--- src/core/ppr_consts.vh ---
// constants of the printer port register logic
`ifndef PPR_CONSTS_VH
`define PPR_CONSTS_VH

// register offsets on the two address lines
`define PPR_OFS_DATA_PORT    2'h0
`define PPR_OFS_STATUS       2'h1
`define PPR_OFS_DIR_CODE     2'h1
`define PPR_OFS_PIN_DRIVE    2'h2
`define PPR_OFS_PIN_READBACK 2'h2

// pin drive and readback field positions
`define PPR_BIT_LATCH        0
`define PPR_BIT_AUTOFEED     1
`define PPR_BIT_INIT         2
`define PPR_BIT_SELECT       3
`define PPR_BIT_IRQ_EN       4
`define PPR_BIT_DIR          5

// status field positions
`define PPR_BIT_IRQ_STAT     2
`define PPR_BIT_FAULT        3
`define PPR_BIT_ONLINE       4
`define PPR_BIT_PAPER        5
`define PPR_BIT_ACK          6
`define PPR_BIT_BUSY         7

// direction codes
`define PPR_DIR_CODE_IN      8'haa
`define PPR_DIR_CODE_OUT     8'h55

// reset values
`define PPR_RST_CTRL         6'h00
`define PPR_RST_DATA         8'h00
`define PPR_RST_IRQ_STAT     1'b1
`define PPR_UNMAPPED_READ    8'hff

// fifo geometry
`define PPR_FIFO_WIDTH       8
`define PPR_FIFO_DEPTH       4
`define PPR_FIFO_AW          2

`endif

--- src/core/ppr_fifo.v ---
// small valid/ready fifo for bytes bound to the data pins
`timescale 1ns/10ps
`default_nettype none
module ppr_fifo #(
    parameter WIDTH = 8,
    parameter DEPTH = 4,
    parameter AW    = 2
) (
    // clock and reset
    input  wire             core_clk,
    input  wire             rst,
    // fill side
    input  wire             in_valid,
    output wire             in_ready,
    input  wire [WIDTH-1:0] in_data,
    // drain side
    output wire             out_valid,
    input  wire             out_ready,
    output wire [WIDTH-1:0] out_data
);
    reg [WIDTH-1:0] mem [0:DEPTH-1];
    reg [AW-1:0]    wr_ptr_ff;
    reg [AW-1:0]    rd_ptr_ff;
    reg [AW:0]      count_ff;
    wire            push;
    wire            pop;

    assign in_ready  = (count_ff != DEPTH[AW:0]);
    assign out_valid = (count_ff != {(AW+1){1'b0}});
    assign out_data  = mem[rd_ptr_ff];
    assign push      = in_valid & in_ready;
    assign pop       = out_valid & out_ready;

    always @(posedge core_clk) begin
        if (push) begin
            mem[wr_ptr_ff] <= in_data;
        end
    end

    always @(posedge core_clk) begin
        if (rst) begin
            wr_ptr_ff <= {AW{1'b0}};
            rd_ptr_ff <= {AW{1'b0}};
            count_ff  <= {(AW+1){1'b0}};
        end else begin
            if (push) begin
                wr_ptr_ff <= wr_ptr_ff + 1'b1;
            end
            if (pop) begin
                rd_ptr_ff <= rd_ptr_ff + 1'b1;
            end
            if (push & ~pop) begin
                count_ff <= count_ff + 1'b1;
            end else if (pop & ~push) begin
                count_ff <= count_ff - 1'b1;
            end
        end
    end
endmodule // ppr_fifo
`default_nettype wire

--- src/core/ppr_sync.v ---
// two flip-flop synchroniser for a vector of pin inputs
`timescale 1ns/10ps
`default_nettype none
module ppr_sync #(
    parameter W = 1
) (
    // clock and reset
    input  wire         core_clk,
    input  wire         rst,
    // pins in, synchronised out
    input  wire [W-1:0] async_in,
    output wire [W-1:0] sync_out
);
    reg [W-1:0] meta_ff;
    reg [W-1:0] sync_ff;

    always @(posedge core_clk) begin
        if (rst) begin
            meta_ff <= {W{1'b1}};
            sync_ff <= {W{1'b1}};
        end else begin
            meta_ff <= async_in;
            sync_ff <= meta_ff;
        end
    end

    assign sync_out = sync_ff;
endmodule // ppr_sync
`default_nettype wire

--- src/core/ppr_top.v ---
// printer port register logic: host strobes, registers and pin drive
// Notes on behaviour
// RL1 - in output direction a data port write reaches the eight data pins
// RL2 - in input direction a data port read returns the sampled pin levels
// RL3 - after reset the data pins drive out, all eight low; with BIDIR_CAPABLE 0 they follow the mode pin, high meaning input
// RL4 - status bits 1..0 and readback bits 7..5 always read one
// RL5 - ack falling edge clears status bit 2, marking a pending interrupt
// RL6 - a status read sets bit 2 back to one, withdrawing the request
// RL7 - status bits 3..6 show fault, online, paper out, ack levels uninverted
// RL8 - status bit 7 shows busy inverted
// RL9 - readback shows actual handshake pin states and enable in any direction
// RL10 - readback bits 0,1,3 one when pin low; bit 2 one when init high
// RL11 - readback bit 4 shows the interrupt enable setting
// RL12 - drive bits 0,1,3 one pull pin low; bit 2 one drives init high
// RL13 - drive bit 4 enables the printer interrupt output
// RL14 - mode pin high: drive bit 5 selects direction, one meaning input
// RL15 - mode pin low: code aa selects input, 55 selects output
// RL16 - direction code and drive bit 5 exist only in the bidirectional variant
// RL17 - reset drives latch, autofeed, select high and init low, outputs
// RL18 - interrupt output asserted only while pending and enabled
`timescale 1ns/10ps
`default_nettype none
`include "ppr_consts.vh"
module ppr_top #(
    parameter BIDIR_CAPABLE = 1
) (
    // clock and reset
    input  wire       core_clk,
    input  wire       rst,
    // host register port
    input  wire       host_cs_n,
    input  wire       host_rd_n,
    input  wire       host_wr_n,
    input  wire [1:0] host_addr,
    input  wire [7:0] host_data_in,
    output wire [7:0] host_data_out,
    output wire       host_data_oe,
    // direction mode strap
    input  wire       direction_mode_pin,
    // printer inputs
    input  wire       fault_n,
    input  wire       printer_online,
    input  wire       paper_out,
    input  wire       ack_n,
    input  wire       busy,
    // parallel data pins
    input  wire [7:0] parallel_data_pins_in,
    output wire [7:0] parallel_data_pins_out,
    output wire       parallel_data_pins_oe,
    // handshake outputs
    output wire       byte_latch_n,
    output wire       auto_line_feed_n,
    output wire       init_out,
    output wire       printer_select_n,
    // interrupt and flow
    output wire       printer_irq_out,
    output wire       data_fifo_ready
);
    localparam SW = 27;

    // synchronised pins
    wire [SW-1:0] raw_in;
    wire [SW-1:0] syn;
    wire          s_cs_n;
    wire          s_rd_n;
    wire          s_wr_n;
    wire [1:0]    s_addr;
    wire [7:0]    s_data;
    wire          s_mode;
    wire          s_fault_n;
    wire          s_online;
    wire          s_paper;
    wire          s_ack_n;
    wire          s_busy;
    wire [7:0]    s_pins;

    assign raw_in = {host_cs_n, host_rd_n, host_wr_n, host_addr,
                     host_data_in, direction_mode_pin, fault_n,
                     printer_online, paper_out, ack_n, busy,
                     parallel_data_pins_in};

    ppr_sync #(
        .W(SW)
    ) u_sync (
        .core_clk (core_clk),
        .rst      (rst),
        .async_in (raw_in),
        .sync_out (syn)
    );

    assign s_cs_n    = syn[26];
    assign s_rd_n    = syn[25];
    assign s_wr_n    = syn[24];
    assign s_addr    = syn[23:22];
    assign s_data    = syn[21:14];
    assign s_mode    = syn[13];
    assign s_fault_n = syn[12];
    assign s_online  = syn[11];
    assign s_paper   = syn[10];
    assign s_ack_n   = syn[9];
    assign s_busy    = syn[8];
    assign s_pins    = syn[7:0];

    // state
    reg       rd_act_ff;
    reg       wr_act_ff;
    reg [1:0] wr_addr_ff;
    reg [7:0] wr_data_ff;
    reg       ack_prev_ff;
    reg [5:0] ctrl_ff;
    reg       code_in_ff;
    reg       irq_stat_ff;
    reg [7:0] host_dout_ff;
    reg       host_oe_ff;
    reg [7:0] pd_out_ff;
    reg       pd_oe_ff;
    reg       latch_n_ff;
    reg       afd_n_ff;
    reg       init_ff;
    reg       sel_n_ff;
    reg       irq_ff;
    reg       fifo_rdy_ff;

    // strobe decode
    wire rd_act;
    wire wr_act;
    wire rd_start;
    wire wr_done;

    assign rd_act   = ~s_cs_n & ~s_rd_n;
    assign wr_act   = ~s_cs_n & ~s_wr_n;
    assign rd_start = rd_act & ~rd_act_ff;
    assign wr_done  = wr_act_ff & ~wr_act;

    function is_sel;
        input [1:0] a;
        input [1:0] ofs;
        begin
            is_sel = (a == ofs);
        end
    endfunction

    wire wr_data_port;
    wire wr_dir_code;
    wire wr_ctrl;
    wire rd_status;

    assign wr_data_port = wr_done & is_sel(wr_addr_ff, `PPR_OFS_DATA_PORT);
    assign wr_dir_code  = wr_done & is_sel(wr_addr_ff, `PPR_OFS_DIR_CODE);
    assign wr_ctrl      = wr_done & is_sel(wr_addr_ff, `PPR_OFS_PIN_DRIVE);
    assign rd_status    = rd_start & is_sel(s_addr, `PPR_OFS_STATUS);

    // direction selection
    reg nxt_dir_in;

    always @* begin
        if (BIDIR_CAPABLE == 0) begin
            nxt_dir_in = s_mode; // RL16
        end else if (s_mode) begin
            nxt_dir_in = ctrl_ff[`PPR_BIT_DIR]; // RL14
        end else begin
            nxt_dir_in = code_in_ff; // RL15
        end
    end

    // byte fifo toward the data pins
    wire       f_in_ready;
    wire       f_out_valid;
    wire [7:0] f_out_data;
    wire       f_drain;

    assign f_drain = ~nxt_dir_in;

    ppr_fifo #(
        .WIDTH(`PPR_FIFO_WIDTH),
        .DEPTH(`PPR_FIFO_DEPTH),
        .AW   (`PPR_FIFO_AW)
    ) u_fifo (
        .core_clk  (core_clk),
        .rst       (rst),
        .in_valid  (wr_data_port),
        .in_ready  (f_in_ready),
        .in_data   (wr_data_ff),
        .out_valid (f_out_valid),
        .out_ready (f_drain),
        .out_data  (f_out_data)
    );

    // read data mux
    wire [7:0] status_val;
    wire [7:0] readback_val;
    reg  [7:0] nxt_host_dout;

    assign status_val = {~s_busy, s_ack_n, s_paper, s_online, // RL7 RL8
                         s_fault_n, irq_stat_ff, 2'b11}; // RL4
    assign readback_val = {3'b111, ctrl_ff[`PPR_BIT_IRQ_EN], // RL4 RL11
                           ~sel_n_ff, init_ff, ~afd_n_ff, // RL9 RL10
                           ~latch_n_ff}; // RL10

    always @* begin
        case (s_addr)
            `PPR_OFS_DATA_PORT: begin
                if (pd_oe_ff) begin
                    nxt_host_dout = pd_out_ff;
                end else begin
                    nxt_host_dout = s_pins; // RL2
                end
            end
            `PPR_OFS_STATUS: begin
                nxt_host_dout = status_val;
            end
            `PPR_OFS_PIN_READBACK: begin
                nxt_host_dout = readback_val;
            end
            default: begin
                nxt_host_dout = `PPR_UNMAPPED_READ;
            end
        endcase
    end

    // strobe tracking and write capture
    always @(posedge core_clk) begin
        if (rst) begin
            rd_act_ff   <= 1'b0;
            wr_act_ff   <= 1'b0;
            wr_addr_ff  <= 2'h0;
            wr_data_ff  <= `PPR_RST_DATA;
            ack_prev_ff <= 1'b1;
        end else begin
            rd_act_ff   <= rd_act;
            wr_act_ff   <= wr_act;
            ack_prev_ff <= s_ack_n;
            if (wr_act) begin
                wr_addr_ff <= s_addr;
                wr_data_ff <= s_data;
            end
        end
    end

    // registers written by the host
    always @(posedge core_clk) begin
        if (rst) begin
            ctrl_ff    <= `PPR_RST_CTRL;
            code_in_ff <= 1'b0;
        end else begin
            if (wr_ctrl) begin
                ctrl_ff <= wr_data_ff[5:0];
                if (BIDIR_CAPABLE == 0) begin
                    ctrl_ff[`PPR_BIT_DIR] <= 1'b0; // RL16
                end
            end
            if (wr_dir_code && BIDIR_CAPABLE != 0) begin
                if (wr_data_ff == `PPR_DIR_CODE_IN) begin
                    code_in_ff <= 1'b1; // RL15
                end else if (wr_data_ff == `PPR_DIR_CODE_OUT) begin
                    code_in_ff <= 1'b0; // RL15
                end
            end
        end
    end

    // interrupt status, edge wins over read clear
    always @(posedge core_clk) begin
        if (rst) begin
            irq_stat_ff <= `PPR_RST_IRQ_STAT;
        end else if (ack_prev_ff & ~s_ack_n) begin
            irq_stat_ff <= 1'b0; // RL5
        end else if (rd_status) begin
            irq_stat_ff <= 1'b1; // RL6
        end
    end

    // pin and host outputs
    always @(posedge core_clk) begin
        if (rst) begin
            pd_out_ff    <= `PPR_RST_DATA; // RL3
            pd_oe_ff     <= 1'b1; // RL3
            latch_n_ff   <= 1'b1; // RL17
            afd_n_ff     <= 1'b1; // RL17
            init_ff      <= 1'b0; // RL17
            sel_n_ff     <= 1'b1; // RL17
            irq_ff       <= 1'b0;
            host_dout_ff <= `PPR_UNMAPPED_READ;
            host_oe_ff   <= 1'b0;
            fifo_rdy_ff  <= 1'b0;
        end else begin
            pd_oe_ff <= ~nxt_dir_in; // RL14 RL15
            if (f_out_valid & f_drain) begin
                pd_out_ff <= f_out_data; // RL1
            end
            latch_n_ff <= ~ctrl_ff[`PPR_BIT_LATCH]; // RL12
            afd_n_ff   <= ~ctrl_ff[`PPR_BIT_AUTOFEED]; // RL12
            init_ff    <= ctrl_ff[`PPR_BIT_INIT]; // RL12
            sel_n_ff   <= ~ctrl_ff[`PPR_BIT_SELECT]; // RL12
            irq_ff     <= ~irq_stat_ff & ctrl_ff[`PPR_BIT_IRQ_EN]; // RL13 RL18
            host_oe_ff <= rd_act;
            // snapshot at read start, before the status clear lands
            if (rd_start) begin
                host_dout_ff <= nxt_host_dout; // RL5
            end
            fifo_rdy_ff <= f_in_ready;
        end
    end

    assign host_data_out          = host_dout_ff;
    assign host_data_oe           = host_oe_ff;
    assign parallel_data_pins_out = pd_out_ff;
    assign parallel_data_pins_oe  = pd_oe_ff;
    assign byte_latch_n           = latch_n_ff;
    assign auto_line_feed_n       = afd_n_ff;
    assign init_out               = init_ff;
    assign printer_select_n       = sel_n_ff;
    assign printer_irq_out        = irq_ff;
    assign data_fifo_ready        = fifo_rdy_ff;
endmodule // ppr_top
`default_nettype wire

--- config.mk ---
export PLATFORM = sky130hd
export DESIGN_NAME = ppr_top
export DESIGN_NICKNAME = d
export VERILOG_FILES = /design/src/core/ppr_fifo.v /design/src/core/ppr_sync.v /design/src/core/ppr_top.v
export VERILOG_INCLUDE_DIRS = /design/src /design/src/core
export SDC_FILE = /design/constraint.sdc
export NUM_CORES = 1
export LEC_CHECK = 0
export BUFFER_PORTS_ARGS = -buffer_cell sky130_fd_sc_hd__buf_4
export CAP_MARGIN = 20
export CORE_UTILIZATION = 41
export DETAILED_ROUTE_END_ITERATION = 10
export PLACE_DENSITY_LB_ADDON = 0.25
export SETUP_SLACK_MARGIN = 0.5
export SLEW_MARGIN = 10
export SYNTH_ARGS = -nofsm -noshare
export SYNTH_HDL_FRONTEND = slang
export SYNTH_SLANG_ARGS = --single-unit
--- constraint.sdc ---
create_clock -name core_clk -period 1.94 [get_ports core_clk]
set_input_delay 0.291 -clock core_clk [delete_from_list [all_inputs] [get_ports core_clk]]
set_output_delay 0.291 -clock core_clk [all_outputs]
set_load 0.01 [all_outputs]
# Word-level counts from Yosys, hierarchy flattened
# Memory sizes are Yosys's and may differ from the RTL's. A register that Yosys moved wholly into a read port is not among the register bits.
# Cells that the tools add are included.
# word_totals
register_bits	97
mem_bits_rw	32
input_bits	29
output_inout_bits	24
word_cells	82
mem_count	1
# memory_table
name	words	width	rd	rd_ports_with_merged_regs	wr	line	text
u_fifo.mem	4	8	1	1	1	ppr_fifo.v:21	reg [WIDTH-1:0] mem [0:DEPTH-1];
# classes
addsub	4
n_eq_ne	7
n_mux	11
n_bitwise	31
reduce_logical	7
# op_table
cell	count
$pmux 8 s3	1
$not 1->1	17
$and 1x1->1	14
$eq 8x7->1 const B	1
$eq 8x8->1 const B	1
$mux 8	1
$mux 1	7
$mux 3	2
$reduce_bool 2->1	3
$add 2x1->2 const B	2
$eq 2x1->1 const B	2
$eq 2x2->1 const B	2
$logic_not 2->1	2
$add 3x1->3 const B	1
$ne 3x3->1 const B	1
$reduce_bool 3->1	1
$sub 3x1->3 const B	1
$reduce_and 2->1	1

# Depth between registers and ports, before layout
# depth
depth_word	10
ltp_mapped	10
ltp_nobuf	9

# Modules after synthesis
# Synthesis repeated with hierarchy kept, for this count alone.
# unflattened
hier_cells	399
area_unflattened_um2	4862.2
# by_module_without_submodules
module	instances	cells_per_inst	area_per_inst_um2	seq_area_each_um2
ppr_top	1	196	1749.2	880.8
ppr_fifo	1	90	1637.8	1141.1
ppr_sync	1	113	1475.2	1081.0

# Least setup slack after synthesis
# No wires, ideal clock.
# synth_timing
path_type	register to register
start	register u_sync.sync_ff[26], in the netlist u_sync.sync_out[26]
end	register u_fifo.count_ff[2]
setup_ns	0.070
arrival_time_ns	2.039
required_ns	1.870
setup_slack_ns	-0.169
path_stages_with_launch	9
n_path_buf	0
synth_period_minus_slack_ns	2.109
path_cell_list	dfxtp_1 -> o21ai_2 -> nor4_4 -> ha_1 -> inv_1 -> fa_1 -> xor2_1 -> or3_1 -> a21oi_1
# synth_between
elab_chain_cells	9
word_cells_on_any_way	11
classes_between	mux: 1; bitwise: 9; reduce/logical: 1
# synth_rtl
item	line	text
from (decl)	ppr_sync.v:15	reg [W-1:0] sync_ff;
from (signal assigned)	ppr_sync.v:20	sync_ff <= {W{1'b1}};
from (signal assigned)	ppr_sync.v:23	sync_ff <= meta_ff;
$not 1->1 (*)	ppr_top.v:131	assign wr_act = ~s_cs_n & ~s_wr_n;
$and 1x1->1 (*)	ppr_top.v:131	
$not 1->1 (*)	ppr_top.v:133	assign wr_done = wr_act_ff & ~wr_act;
$and 1x1->1 (*)	ppr_top.v:133	
$and 1x1->1 (*)	ppr_top.v:148	assign wr_data_port = wr_done & is_sel(wr_addr_ff, `PPR_OFS_DATA_PORT);
$and 1x1->1 (*)	ppr_fifo.v:31	assign push = in_valid & in_ready;
net u_fifo.push	ppr_fifo.v:25	wire push;
$not 1->1	ppr_fifo.v:54	end else if (pop & ~push) begin
$and 1x1->1	ppr_fifo.v:54	
$reduce_bool 2->1 (no line)	--	
to (signal assigned)	ppr_fifo.v:44	count_ff <= {(AW+1){1'b0}};
to (signal assigned)	ppr_fifo.v:53	count_ff <= count_ff + 1'b1;
to (signal assigned)	ppr_fifo.v:55	count_ff <= count_ff - 1'b1;
to (decl)	ppr_fifo.v:24	reg [AW:0] count_ff;
# Mark *: on every way through the listed nets, which the timed path passes. The rest lies on a longest branch.
# A chain may end at the register's enable or synchronous reset.

# Worst setup path after layout
# layout_timing
start	register u_sync.sync_ff[24], in the netlist u_sync.sync_out[24]
end	register u_fifo.count_ff[2]
# The elaborated chain is that of the path after synthesis.

==> flow_summary_export.csv <==
group,metric,value,unit
placed_design,dp_cells,568,
pwr,p_sw_share,23.6,%
clocking,clkLatencyLatePin,0.41,ns
cells_and_area,layout_common_cells,"99 x dfxtp_1, 71 x buf_4, 57 x or2_2",
timing,slew_viol_final,0,
timing,relSlewSlack,53.7,%
timing,final.period_utilization,99.4,%
synthesis,avgSynthCellArea,12.4,um2
synthesis,synth_area_leaders,"dfxtp_1 44%, edfxtp_1 20%, or2_2 7.5%",
pwr,p_leak,2.41,nW
global_routing,overflow,0,
timing,fin_setup_tns,0,ns
worst_setup_path,critical_path.top_delay_family,"simple AND/OR/NAND/NOR gates",
cells_and_area,stdcell_count,616,
detailed_routing,dr.first_iter.drc_count,183,
timing,skew,0.00730,ns
timing,min_period,1.93,ns
cells_and_area,final_common_cell,"dfxtp_1",
synthesis,async_flop_share,0,%
clocking,cts_root_buf,"clkbuf_16",
placed_design,pre_cts_slack,-0.0687,ns
pwr,p_clk_share,41.4,%
global_routing,grt_pass1_wl,13700,um
timing,final-setup-viol-count,0,
global_routing,grt_max_degree,81,
floorplan,rows,38,
pwr,intPower,5.97,mW
synthesis,ys.flop_type,"dfxtp_1",
timing,whs,0.0606,ns
synthesis,synth.cell_area,4750,um2
synthesis,ys_types,40,
synthesis,yosys.area.top_type,"dfxtp_1",
worst_setup_path,cp.arrival,2.26,ns
pwr,p_sw,1.84,mW
synthesis,yosysSeqAreaShare,64.5,%
placed_design,io_buffers,52,
cells_and_area,drive_gt1_share,41.2,%
worst_setup_path,worstSetupPathType,"reg -> reg",
timing,hold_viol,0,
floorplan,die_w,110,um
pwr,powerDensity,1260,nW/um2
global_routing,antenna_found_initial,0,
timing,max_freq,519,MHz
floorplan,io-pin-count,53,
detailed_routing,drc_errors,0,
placed_design,routabilityCongestion,0.707,
pwr,combPwrFrac,16.9,%
clocking,clkSinkCount,137,
clocking,htree_levels,4,
timing,rsz0062_at_grt,"yes",
detailed_routing,drtAntennaViolNets,0,
placed_design,dp_hpwl,5610,um
timing,worst_pin_slew,0.695,ns
clocking,clockBufferDepth,2,
timing,setup_ws,0.0118,ns
global_routing,grt_usage,16.0,%
global_routing,grt_pass1_vias,2798,
cells_and_area,fillerInstances,909,
floorplan,core_area,11100,um2
worst_setup_path,worstPathRequired,2.27,ns
worst_setup_path,endpoint_kind,"flop",
detailed_routing,vias_per_cell,4.79,
cells_and_area,insertedDiodeCount,0,
worst_setup_path,crit_slowest_cell,"dfxtp_2",
pwr,irDropWorstVdd,1.15,mV
synthesis,synthesis.nets,419,
job,maxCapViolCount,0,
cells_and_area,fin_area,6180,um2
worst_setup_path,cp-start-kind,"flop",
outcome,status,"complete, no violations",
worst_setup_path,max_stage_delay,0.35,ns
detailed_routing,routed_wl,8510,um
cells_and_area,area_growth,30.2,%
worst_hold_path,worstHoldPathType,"in -> reg",
floorplan,start_util,42.9,%
synthesis,yosysWarnings,0,
placed_design,placed_area,5350,um2
synthesis,synth-edff-count,32,
detailed_routing,num_vias,2953,
detailed_routing,dr.pass1.iters,5,
clocking,cts_tree,"built",
worst_setup_path,critPathMaxFanout,2,
pwr,seqPwrFrac,41.7,%
synthesis,synth-seq-cells,137,
detailed_routing,wire_per_inst,13.8,um
worst_setup_path,critPathBufInv,1,
worst_setup_path,crit_chain,"o21ai_4 -> nor4_4 -> ha_4 -> inv_2 -> fa_2 -> xor2_1 -> or3_1 -> a21oi_1",
synthesis,netlist_instances,384,
synthesis,yosysTopAreaCellShare,44.3,%
clocking,clk_pin_slew_worst_paths,0.06,ns
floorplan,die-area,12000,um2
cells_and_area,fin_nets,498,
floorplan,fp.dieH,110,um
clocking,cts_made_buffers,17,
Yosys cell counts (all sizes together) (2+ instances only):
cell    instances
inv             5
ha              5
a221oi          2
a21oi          18
nand2b          3
nor2           26
o21ai           6
mux4            8
a211oi          3
nor2b           8
xor2            2
buf             6
nor3b           3
nor3            7
o32a            5
or2            57
nand2          24
edfxtp         32
and2            5
xnor2           3
clkbuf         15
dfxtp         105
mux2i          22
power groups by stage:
stage / Clock, mW / Sequential (mW) / Combinational (mW)
6_report: 3.23 / 3.25 / 1.32
3_5_place_dp: 0 / 3.30 / 1.09
2_1_floorplan: 0 / 3.27 / 0.745
4_1_cts: 3.29 / 3.25 / 1.15
3_3_place_gp: 0 / 3.30 / 1.07
5_1_grt: 3.43 / 3.28 / 1.43
cells by family after synthesis:
logic type                 after synthesis  synth area share [%]
buffers and inverters                   26                  2.27
adders and majority gates                6                  1.74
muxes                                   30                  8.43
xor gates and xnor gates                 5                 0.923
DFF                                    137                  64.5
and+or+nand+nor                        140                  16.6
AOI/OAI and AO/OA                       40                  5.56
stage by stage:
stage | util, % | power (mW)
2_1_floorplan | - | 4.02
3_5_place_dp | 48.3 | 4.39
5_1_grt | 55.8 | 8.14
6_report | 55.8 | 7.81
4_1_cts | 54.9 | 7.69
3_3_place_gp | 48.3 | 4.36
final timing paths:
check,start,end,slack (ns),cells after the start
max,u_sync.sync_out[24],u_fifo.count_ff[2],0.01,8
min,direction_mode_pin,u_sync.meta_ff[13],0.06,2
max reg2reg,u_sync.sync_out[24],u_fifo.count_ff[2],0.01,8
min reg2reg,ctrl_ff[3],printer_select_n,0.40,1
layer usage:
metal	share of wire, %	global-route usage [%]	up-vias
li1	-	-	1479
met1	46	20.0	1388
met2	47	25.2	69
met3	4.7	5.57	17
met4	1.6	6.57	0
met5	0	0	-
registers in the layout, summed over array words and instances, names as in the netlist, 3 cells and up:
signal and flops:
ctrl_ff 6, host_data_out 8, parallel_data_pins_out 8, u_fifo.count_ff 3, u_fifo.mem 32, u_sync.meta_ff 27, u_sync.sync_out 27, wr_data_ff 8
what timing repair did:
action,in CTS,in global routing
pin swaps,7,8
cloned,0,1
setup endpoints to repair,54,51
hold buffers,0,0
gates resized for setup,16,11
setup buffers,9,6
worst register-to-register path, stage by stage, from the launching register on:
cell and delay [ns]:
dfxtp_2 0.35, o21ai_4 0.07, nor4_4 0.32, ha_4 0.18
inv_2 0.04, fa_2 0.32, xor2_1 0.15, or3_1 0.30
a21oi_1 0.13
cell type report:
class	instances	area (um2)	share of cell area, %
Sequential cell	137	3080	49.8
Tap cell	140	175	2.83
Timing Repair Buffer	81	668	10.8
Clock inverter	9	113	1.82
Clock buffer	23	500	8.10
Inverter	5	18.8	0.304
Multi-Input combinational cell	221	1630	26.4
Note: power is estimated with default switching activity, not from simulation.
